$ cat config.mk
export PLATFORM = sky130hd
export DESIGN_NAME = jtag_target_flat
export DESIGN_NICKNAME = d
export VERILOG_FILES = /design/src/pkg/jtag_sync_pkg.sv /design/src/pkg/jtag_link_if.sv /design/src/verilog/jtag_target.sv /design/src/flat_wrapper.sv
export SDC_FILE = /design/constraint.sdc
export NUM_CORES = 1
export LEC_CHECK = 0
export BUFFER_PORTS_ARGS = -buffer_cell sky130_fd_sc_hd__clkbuf_2
export CAP_MARGIN = 30
export CORE_UTILIZATION = 65
export DETAILED_ROUTE_END_ITERATION = 8
export PLACE_DENSITY = 0.84
export SKIP_LAST_GASP = 1
export SYNTH_ARGS = -nofsm -noshare
export SYNTH_HDL_FRONTEND = slang
export SYNTH_SLANG_ARGS = --single-unit
$ cat constraint.sdc
create_clock -name I_MCLK -period 3.47 [get_ports I_MCLK]
set_clock_uncertainty 0.15 [all_clocks]
set_input_delay 0.347 -clock I_MCLK [delete_from_list [all_inputs] [get_ports I_MCLK]]
set_output_delay 0.347 -clock I_MCLK [all_outputs]
set_load 0.01 [all_outputs]
$ cat src/pkg/jtag_sync_pkg.sv
package jtag_sync_pkg;
   // Probe pacing: system clocks per half period of the test clock
   localparam int HALF_PERIOD_CYCLES = 4;
   localparam int TIMEOUT_CYCLES = 256;
   localparam int IR_WIDTH = 4;
   localparam logic [3:0] IR_RESET_VALUE = 4'h1;
   localparam logic [3:0] IR_BYPASS = 4'hF;
   localparam logic [3:0] IR_IDCODE = 4'h1;
   // Arbitrary neutral identification value
   localparam logic [31:0] ID_VALUE = 32'h00000001;
   localparam int SYNC_STAGES = 2;
endpackage : jtag_sync_pkg

$ cat src/pkg/jtag_link_if.sv
`timescale 1ns/1ns
interface jtag_link_if;
   logic tck;
   logic tms;
   logic tdi;
   logic tdo;
   logic trst_n;
   logic returned_test_clock;
   modport target (input tck, input tms, input tdi, input trst_n, output tdo, output returned_test_clock);
   modport probe (output tck, output tms, output tdi, output trst_n, input tdo, input returned_test_clock);
endinterface : jtag_link_if

$ cat src/verilog/jtag_target.sv
`timescale 1ns/1ns
// Overview of operation
// Five JTAG wires plus returned clock
// Probe waits for echo per edge
// Probe enables adaptive on seen echo
// Adaptive off unless needed, switchable
// Adaptive timeouts are fixed length
// Timeouts on by default, optional; the probe has them off unless i_timeout_en is high
// After timeout, reset TAP and reconnect
// All flops on one clock edge
// Test clock edges become enables
// Each strobe lasts one cycle
// Echo and data change on strobes
// Echo feedback paces the port
// Two stage test clock synchroniser
// Opposite edges optional, not used
// No test clock event ever missed
// TAP reset independent of system reset
// Sample on rise, launch on fall
module jtag_target #(
   parameter int STAGES = jtag_sync_pkg::SYNC_STAGES
) (
   input wire logic I_MCLK,
   input wire logic I_ARST_N,
   jtag_link_if.target LINK,
   output logic o_test_clock_rise_strobe,
   output logic o_test_clock_fall_strobe,
   output logic [3:0] o_instruction,
   output logic o_tap_reset_state,
   output logic o_capture_strobe,
   output logic o_update_strobe
);
   initial begin
      if (STAGES < 2 || STAGES > 4) $error("Bad synchroniser depth");
   end
   typedef enum logic [15:0] {
      T_RESET = 16'h0001, T_IDLE = 16'h0002, T_SEL_DR = 16'h0004, T_CAP_DR = 16'h0008,
      T_SH_DR = 16'h0010, T_EX1_DR = 16'h0020, T_PAU_DR = 16'h0040, T_EX2_DR = 16'h0080,
      T_UPD_DR = 16'h0100, T_SEL_IR = 16'h0200, T_CAP_IR = 16'h0400, T_SH_IR = 16'h0800,
      T_EX1_IR = 16'h1000, T_PAU_IR = 16'h2000, T_EX2_IR = 16'h4000, T_UPD_IR = 16'h8000
   } tap_t;
   tap_t tap_reg, tap_next;
   // cascaded synchroniser
   logic [STAGES-1:0] tck_sync_reg;
   logic [1:0] trst_sync_reg;
   logic tck_prev_reg, tms_reg_s, tdi_reg_s;
   logic [1:0] tms_sync_reg, tdi_sync_reg;
   logic returned_test_clock_reg, tdo_reg;
   logic [3:0] ir_reg, ir_sh_reg;
   logic [31:0] dr_sh_reg;
   logic tck_s, trst_act;
   // single rising edge everywhere
   // same edge kept for both stages
   assign tck_s = tck_sync_reg[STAGES-1];
   assign trst_act = ~trst_sync_reg[1];
   // edges become enables
   // one cycle per edge
   wire rise = tck_s & ~tck_prev_reg;
   wire fall = ~tck_s & tck_prev_reg;
   wire tms_s = tms_sync_reg[1];
   wire tdi_s = tdi_sync_reg[1];
   always_comb begin
      tap_next = tap_reg;
      unique case (tap_reg)
         T_RESET: tap_next = tms_s ? T_RESET : T_IDLE;
         T_IDLE: tap_next = tms_s ? T_SEL_DR : T_IDLE;
         T_SEL_DR: tap_next = tms_s ? T_SEL_IR : T_CAP_DR;
         T_CAP_DR: tap_next = tms_s ? T_EX1_DR : T_SH_DR;
         T_SH_DR: tap_next = tms_s ? T_EX1_DR : T_SH_DR;
         T_EX1_DR: tap_next = tms_s ? T_UPD_DR : T_PAU_DR;
         T_PAU_DR: tap_next = tms_s ? T_EX2_DR : T_PAU_DR;
         T_EX2_DR: tap_next = tms_s ? T_UPD_DR : T_SH_DR;
         T_UPD_DR: tap_next = tms_s ? T_SEL_DR : T_IDLE;
         T_SEL_IR: tap_next = tms_s ? T_RESET : T_CAP_IR;
         T_CAP_IR: tap_next = tms_s ? T_EX1_IR : T_SH_IR;
         T_SH_IR: tap_next = tms_s ? T_EX1_IR : T_SH_IR;
         T_EX1_IR: tap_next = tms_s ? T_UPD_IR : T_PAU_IR;
         T_PAU_IR: tap_next = tms_s ? T_EX2_IR : T_PAU_IR;
         T_EX2_IR: tap_next = tms_s ? T_UPD_IR : T_SH_IR;
         T_UPD_IR: tap_next = tms_s ? T_SEL_DR : T_IDLE;
      endcase
   end
   wire bypass = (ir_reg == jtag_sync_pkg::IR_BYPASS);
   wire dr_out = bypass ? dr_sh_reg[31] : dr_sh_reg[0];
   wire shift_out = (tap_reg == T_SH_IR) ? ir_sh_reg[0] : dr_out;
   always_ff @(posedge I_MCLK or negedge I_ARST_N) begin
      if (!I_ARST_N) begin
         tck_sync_reg <= '0;
         trst_sync_reg <= 2'h0;
         tms_sync_reg <= 2'h3;
         tdi_sync_reg <= 2'h3;
         tck_prev_reg <= 1'b0;
         returned_test_clock_reg <= 1'b0;
         tdo_reg <= 1'b0;
         o_test_clock_rise_strobe <= 1'b0;
         o_test_clock_fall_strobe <= 1'b0;
         o_capture_strobe <= 1'b0;
         o_update_strobe <= 1'b0;
      end else begin
         tck_sync_reg <= {tck_sync_reg[STAGES-2:0], LINK.tck};
         trst_sync_reg <= {trst_sync_reg[0], LINK.trst_n};
         tms_sync_reg <= {tms_sync_reg[0], LINK.tms};
         tdi_sync_reg <= {tdi_sync_reg[0], LINK.tdi};
         // level compare never drops events
         tck_prev_reg <= tck_s;
         o_test_clock_rise_strobe <= rise;
         o_test_clock_fall_strobe <= fall;
         o_capture_strobe <= rise & ~trst_act & (tap_reg == T_CAP_DR);
         o_update_strobe <= rise & ~trst_act & (tap_reg == T_UPD_DR);
         // echo follows strobes only
         // echo paces next edge
         if (rise) returned_test_clock_reg <= 1'b1;
         else if (fall) returned_test_clock_reg <= 1'b0;
         // launch data on fall
         if (fall) tdo_reg <= shift_out;
      end
   end
   // TAP reset separate from system
   always_ff @(posedge I_MCLK or negedge I_ARST_N) begin
      if (!I_ARST_N) begin
         tap_reg <= T_RESET;
         ir_reg <= jtag_sync_pkg::IR_RESET_VALUE;
         ir_sh_reg <= 4'h0;
         dr_sh_reg <= 32'h00000000;
      end else if (trst_act) begin
         tap_reg <= T_RESET;
         ir_reg <= jtag_sync_pkg::IR_RESET_VALUE;
      end else if (rise) begin
         // sample on rise
         tap_reg <= tap_next;
         unique case (tap_reg)
            T_RESET: ir_reg <= jtag_sync_pkg::IR_RESET_VALUE;
            T_CAP_IR: ir_sh_reg <= 4'h1;
            T_SH_IR: ir_sh_reg <= {tdi_s, ir_sh_reg[3:1]};
            T_UPD_IR: ir_reg <= ir_sh_reg;
            T_CAP_DR: dr_sh_reg <= bypass ? 32'h00000000 : jtag_sync_pkg::ID_VALUE;
            T_SH_DR: dr_sh_reg <= bypass ? {tdi_s, 31'h00000000} : {tdi_s, dr_sh_reg[31:1]};
            default: ;
         endcase
      end
   end
   always_ff @(posedge I_MCLK or negedge I_ARST_N) begin
      if (!I_ARST_N) begin
         o_instruction <= jtag_sync_pkg::IR_RESET_VALUE;
         o_tap_reset_state <= 1'b1;
      end else begin
         o_instruction <= ir_reg;
         o_tap_reset_state <= (tap_reg == T_RESET);
      end
   end
   assign LINK.returned_test_clock = returned_test_clock_reg;
   assign LINK.tdo = tdo_reg;
endmodule : jtag_target

$ cat src/flat_wrapper.sv
// flat-port wrapper written by rule: the top's interface ports become plain ports
module jtag_target_flat 
#(
   parameter int STAGES = jtag_sync_pkg::SYNC_STAGES
)
  (I_MCLK, I_ARST_N, o_test_clock_rise_strobe, o_test_clock_fall_strobe, o_instruction, o_tap_reset_state, o_capture_strobe, o_update_strobe, LINK_tck, LINK_tms, LINK_tdi, LINK_trst_n, LINK_tdo, LINK_returned_test_clock);
  jtag_link_if LINK_i ();
  input wire logic I_MCLK;
  input wire logic I_ARST_N;
  output logic o_test_clock_rise_strobe;
  output logic o_test_clock_fall_strobe;
  output logic [3:0] o_instruction;
  output logic o_tap_reset_state;
  output logic o_capture_strobe;
  output logic o_update_strobe;
  input wire logic [$bits(LINK_i.tck)-1:0] LINK_tck;
  input wire logic [$bits(LINK_i.tms)-1:0] LINK_tms;
  input wire logic [$bits(LINK_i.tdi)-1:0] LINK_tdi;
  input wire logic [$bits(LINK_i.trst_n)-1:0] LINK_trst_n;
  output wire logic [$bits(LINK_i.tdo)-1:0] LINK_tdo;
  output wire logic [$bits(LINK_i.returned_test_clock)-1:0] LINK_returned_test_clock;
  assign LINK_i.tck = LINK_tck;
  assign LINK_i.tms = LINK_tms;
  assign LINK_i.tdi = LINK_tdi;
  assign LINK_i.trst_n = LINK_trst_n;
  assign LINK_tdo = LINK_i.tdo;
  assign LINK_returned_test_clock = LINK_i.returned_test_clock;
  jtag_target #(.STAGES(STAGES)) u_core (.I_MCLK(I_MCLK), .I_ARST_N(I_ARST_N), .LINK(LINK_i), .o_test_clock_rise_strobe(o_test_clock_rise_strobe), .o_test_clock_fall_strobe(o_test_clock_fall_strobe), .o_instruction(o_instruction), .o_tap_reset_state(o_tap_reset_state), .o_capture_strobe(o_capture_strobe), .o_update_strobe(o_update_strobe));
endmodule
# --- Word level (Yosys, flattened, before mapping) ---
# Cells that the tools add are included.
op_classes:
  eq_ne: 19
  n_mux: 26
  bitwise_logic: 7
  reduce_logical: 9
op_table:
  columns: ["op", "count"]
  rows:
  - ["$pmux 16 s12", 1]
  - ["$mux 16", 4]
  - ["$pmux 32 s2", 1]
  - ["$mux 31", 1]
  - ["$mux 9", 2]
  - ["$eq 16x1->1 const B", 1]
  - ["$eq 16x10->1 const B", 1]
  - ["$eq 16x11->1 const B", 1]
  - ["$eq 16x12->1 const B", 1]
  - ["$eq 16x13->1 const B", 1]
  - ["$eq 16x14->1 const B", 1]
  - ["$eq 16x15->1 const B", 1]
  - ["$eq 16x16->1 const B", 1]
  - ["$eq 16x2->1 const B", 1]
  - ["$eq 16x3->1 const B", 1]
  - ["$eq 16x4->1 const B", 1]
  - ["$eq 16x5->1 const B", 1]
  - ["$eq 16x6->1 const B", 1]
  - ["$eq 16x7->1 const B", 1]
  - ["$eq 16x8->1 const B", 1]
  - ["$eq 16x9->1 const B", 1]
  - ["$pmux 4 s2", 2]
  - ["$mux 15", 1]
  - ["$mux 13", 1]
  - ["18 further kinds", 32]
totals:
  reg_bits: 76
  out_inout_bits: 11

# --- Longest topological paths before layout ---
depth:
  depth_word: 5
  ltp_mapped: 8
  mapped_depth_nobuf: 7

# --- Worst setup path before layout ---
# Ideal clock, no wire load.
synth_timing:
  path_kind: "reg-to-reg"
  start: "register u_core.tap_reg[1]"
  end: "register u_core.dr_sh_reg[10]"
  setup_ns: 0.121
  slack_ns: 1.269
  synth_period_minus_slack_ns: 2.201
  path_buffers: 2
  t_arrival_ns: 1.930
  path_stages_with_launch: 7
  path_cell_list: "dfrtp_1 or4_1 buf_2 o32ai_4 nand4_4 buf_6 a22o_1"
synth_between:
  elab_chain_cells: 3
  elab_cells_between_ends: 5
  cone_classes: "2 x eq/ne; 1 x mux; 2 x reduce/logical"
synth_lines:
  columns: ["item", "line", "source"]
  rows:
  - ["from (decl)", "jtag_target.sv:42", "tap_t tap_reg, tap_next;"]
  - ["from (signal assigned)", "jtag_target.sv:130", "tap_reg <= tap_next;"]
  - ["$eq 16x5->1 or $eq 16x4->1 (tied branches)", "jtag_target.sv:131", "unique case (tap_reg)"]
  - ["$reduce_bool 2->1 (no line)", null, null]
  - ["$reduce_and 3->1 (no line)", null, null]
  - ["to (signal assigned)", "jtag_target.sv:136", "T_CAP_DR: dr_sh_reg <= bypass ? 32'h00000000 : jtag_sync_pkg::ID_VALUE;"]
  - ["to (signal assigned)", "jtag_target.sv:137", "T_SH_DR: dr_sh_reg <= bypass ? {tdi_s, 31'h00000000} : {tdi_s, dr_sh_reg[31:1]};"]
  - ["to (decl)", "jtag_target.sv:50", "logic [31:0] dr_sh_reg;"]
# Several ways; a longest one is shown, not always the timed one.
# A chain may end at the register's enable or synchronous reset.

# --- Worst setup path after layout ---
layout_timing:
  start: "register u_core.tap_reg[1]"
  end: "register u_core.dr_sh_reg[4]"
# Same word-level chain as after synthesis.

==> out/qor.yml <==
drt:
  first_pass_iters: 6
  drt_drc_violations_left: 1
  drtIter0Drc: 182
  wl_per_cell_um: 17.08
  ant_nets: 0
  routed_via_density: 6.185
  drt-total-wl_um: 6267
  num_vias: 2270
grt:
  grt_pass1_wl_um: 10610
  grt_max_degree: 77
  first_global_vias: 2132
  overflow: 0
  antenna_found_initial: 0
  grt_use_total: 0.2688
sta:
  fmax_mhz: 383.8
  setup_viol: 0
  period_needed_ns: 2.605
  rsz0062_at_grt: "no"
  finalCritPeriodShare: 0.7508
  tightest_slew_ns: 0.8889
  setup-tns-final_ns: 0
  slew-limit-headroom: 0.4074
  hold_ws_ns: -0.01510
  fin_ws_ns: 0.8648
  hold_violations: 28
  finalMaxSlewViolations: 0
clocking:
  clock_sinks: 76
  cts_tree: "yes"
  clock_latency_ns: 0.34
  htree_levels: 3
  cts-root-buf: "clkbuf_8"
  clkTransAtPathRegs_ns: 0.08
  numCtsBuffers: 9
  post_cts_resize_count: 0
  clock_path_buffers: 2
die:
  dieArea_um2: 5416
  fp.dieW_um: 73.60
  initial_core_util: 0.6917
  io_pins: 17
  die_h_um: 73.60
  coreArea_um2: 4817
  rows: 25
synth:
  synth_top_family_by_area: "simple AND/OR/NAND/NOR gates"
  synthesis.area_um2: 3332
  synth-seq-cells: 76
  seq_area_frac_synth: 0.5738
  synth_compound_area_frac: 0.1690
  synthSimpleGateAreaFrac: 0.1817
  synth_mux_area_frac: 0.006008
  synth_edf_count: 0
  synthFlopType: "dfrtp_1"
  ys_async_sr_fraction: 1.000
  syn_area_per_cell_um2: 11.82
  yosysUniqueCellTypes: 54
  synthAdderAreaFrac: 0.007510
  yosysWarnings: 0
  syn_inst: 282
  synthXorXnorAreaFrac: 0.01577
  synth.net_count: 290
place:
  place_worst_setup_slack_ns: 0.8817
  dp_hpwl_um: 3888
  dpl_cell_area_um2: 3408
  io_buffers: 16
  gp_congestion: 0.8984
cells_and_area:
  drive_gt1_frac: 0.1800
  diodes: 0
  fill_cells: 336
  largest_register_ffs: 32
  areaGrowthSynthToFinish_pct: 10.59
  nNetsFinal: 304
  mostFrequentLayoutCells: "dfrtp_1 (68), a22o_1 (31), clkbuf_2 (15)"
  fin_util: 0.7649
  finalInstanceArea_um2: 3685
  layout_commonest_cell: "dfrtp_1"
job:
  maxCapViolations: 0
setup_path:
  crit_end: "u_core.dr_sh_reg[4]"
  required_ns: 3.55
  rr_endpoint: "u_core.dr_sh_reg[4]"
  startpoint: "u_core.tap_reg[1]"
  reg2reg_slack_ns: 0.86
  cp-end-kind: "flop"
  critPathLaunchType: "flop"
  crit_type: "reg2reg"
  reg2reg_depth: 4
  rr_startpoint: "u_core.tap_reg[1]"
  critPathMaxFanout: 33
  cp.arrival_ns: 2.69
power:
  p_leak_nw: 1.701
  power_density_nw_per_um2: 477.8
  vdd_drop_max_mv: 0.4909
  power_mw: 1.761
outcome:
  violations: "DRC, hold timing"
  status: "finished with violations"
min_path:
  hold_class: "in2async"
## layout make-up
| class | instances | area, um2 | area share |
|---|---|---|---|
| Sequential cell | 76 | 1912 | 0.5188 |
| Timing Repair Buffer | 23 | 145.1 | 0.03939 |
| Clock inverter | 6 | 112.6 | 0.03056 |
| Tap cell | 67 | 83.83 | 0.02275 |
| Multi-Input combinational cell | 175 | 1266 | 0.3436 |
| Clock buffer | 9 | 123.9 | 0.03362 |
| Inverter | 11 | 41.29 | 0.01121 |
## power by group
part	switching (mW)	total, mW	internal (mW)
clock network	0.314	0.790	0.476
registers	0.00816	0.907	0.899
logic	0.0441	0.0640	0.0198
total	0.366	1.76	1.39
## synthesized netlist by cell type, drive strengths merged (2+ instances only)
cell type,number,area share
dfrtp,68,0.51
and2,8,0.015
o21ai,10,0.015
o21a,4,0.0090
nor4b,5,0.013
a22o,31,0.081
nor3b,2,0.0075
a21o,2,0.0045
a21oi,5,0.0075
xnor2,4,0.011
o32ai,2,0.011
or4,4,0.010
a32oi,2,0.0053
dfstp,8,0.063
nor4,13,0.026
buf,9,0.021
nand3b,2,0.0045
ha,2,0.0075
clkbuf,11,0.012
a21boi,4,0.0090
nand4,6,0.016
nand3,6,0.0090
xor2,2,0.0053
o22ai,2,0.0038
or4b,2,0.0060
nor2b,4,0.0075
and3,4,0.0075
nor3,5,0.0075
nor2,9,0.012
o2bb2ai,4,0.011
nand2,14,0.017
and4,3,0.0079
nand2b,4,0.0075
mux2i,2,0.0060
inv,10,0.011
## how the worst min path moves through the flow
stage,startpoint,endpoint,slack (ns),cells past startpoint
floorplan,I_ARST_N,u_core.LINK.returned_test_clock,-0.1,0
detailed placement,u_core.trst_sync_reg[0],u_core.trst_sync_reg[1],0.19,0
CTS,I_ARST_N,u_core.tap_reg[4],0.004,1
global route,I_ARST_N,u_core.dr_sh_reg[20],0.07,1
global placement,u_core.trst_sync_reg[0],u_core.trst_sync_reg[1],0.18,0
finish,I_ARST_N,u_core.tap_reg[4],-0.02,1
## stage by stage
stage,instances,hold slack (ns)
3_5_place_dp,348,0.1910
3_3_place_gp,348,0.1823
6_report,367,-0.01510
4_1_cts,367,0.004499
2_1_floorplan,282,-0.09859
5_1_grt,367,0.06868
## worst max-delay path, cell delays in order (launching register included)
cell and delay [ns]:
dfrtp_1 0.45, or4_1 0.70, o32ai_4 0.39, nand4_4 0.41
a22o_1 0.38
## repair_timing
| action | 4_1_cts | 5_1_grt |
|---|---|---|
| hold endpoints to repair | 4 | 0 |
| setup buffers | 0 | 0 |
| setup endpoints to repair | 0 | 0 |
| hold buffers | 4 | 0 |
## metal layers
layer | up-vias | wire, um | GRT usage
li1 | 1075 | - | -
met1 | 1105 | 3001 | 0.3994
met2 | 78 | 2741 | 0.3772
met3 | 12 | 405 | 0.05624
met4 | 0 | 119 | 0.1325
met5 | - | 0 | 0
## cells by family (layout without fill, tap and decap cells)
family                   Yosys count  count (layout)
AO/OA/AOI/OAI                     71              71
buffers and inverters             31              49
AND/OR/NAND/NOR                   94              94
XOR/XNOR                           6               6
adder cells (fa/ha/maj)            2               2
flip-flops                        76              76
multiplexers                       2               2
Note: power is estimated with default switching activity, not from simulation.
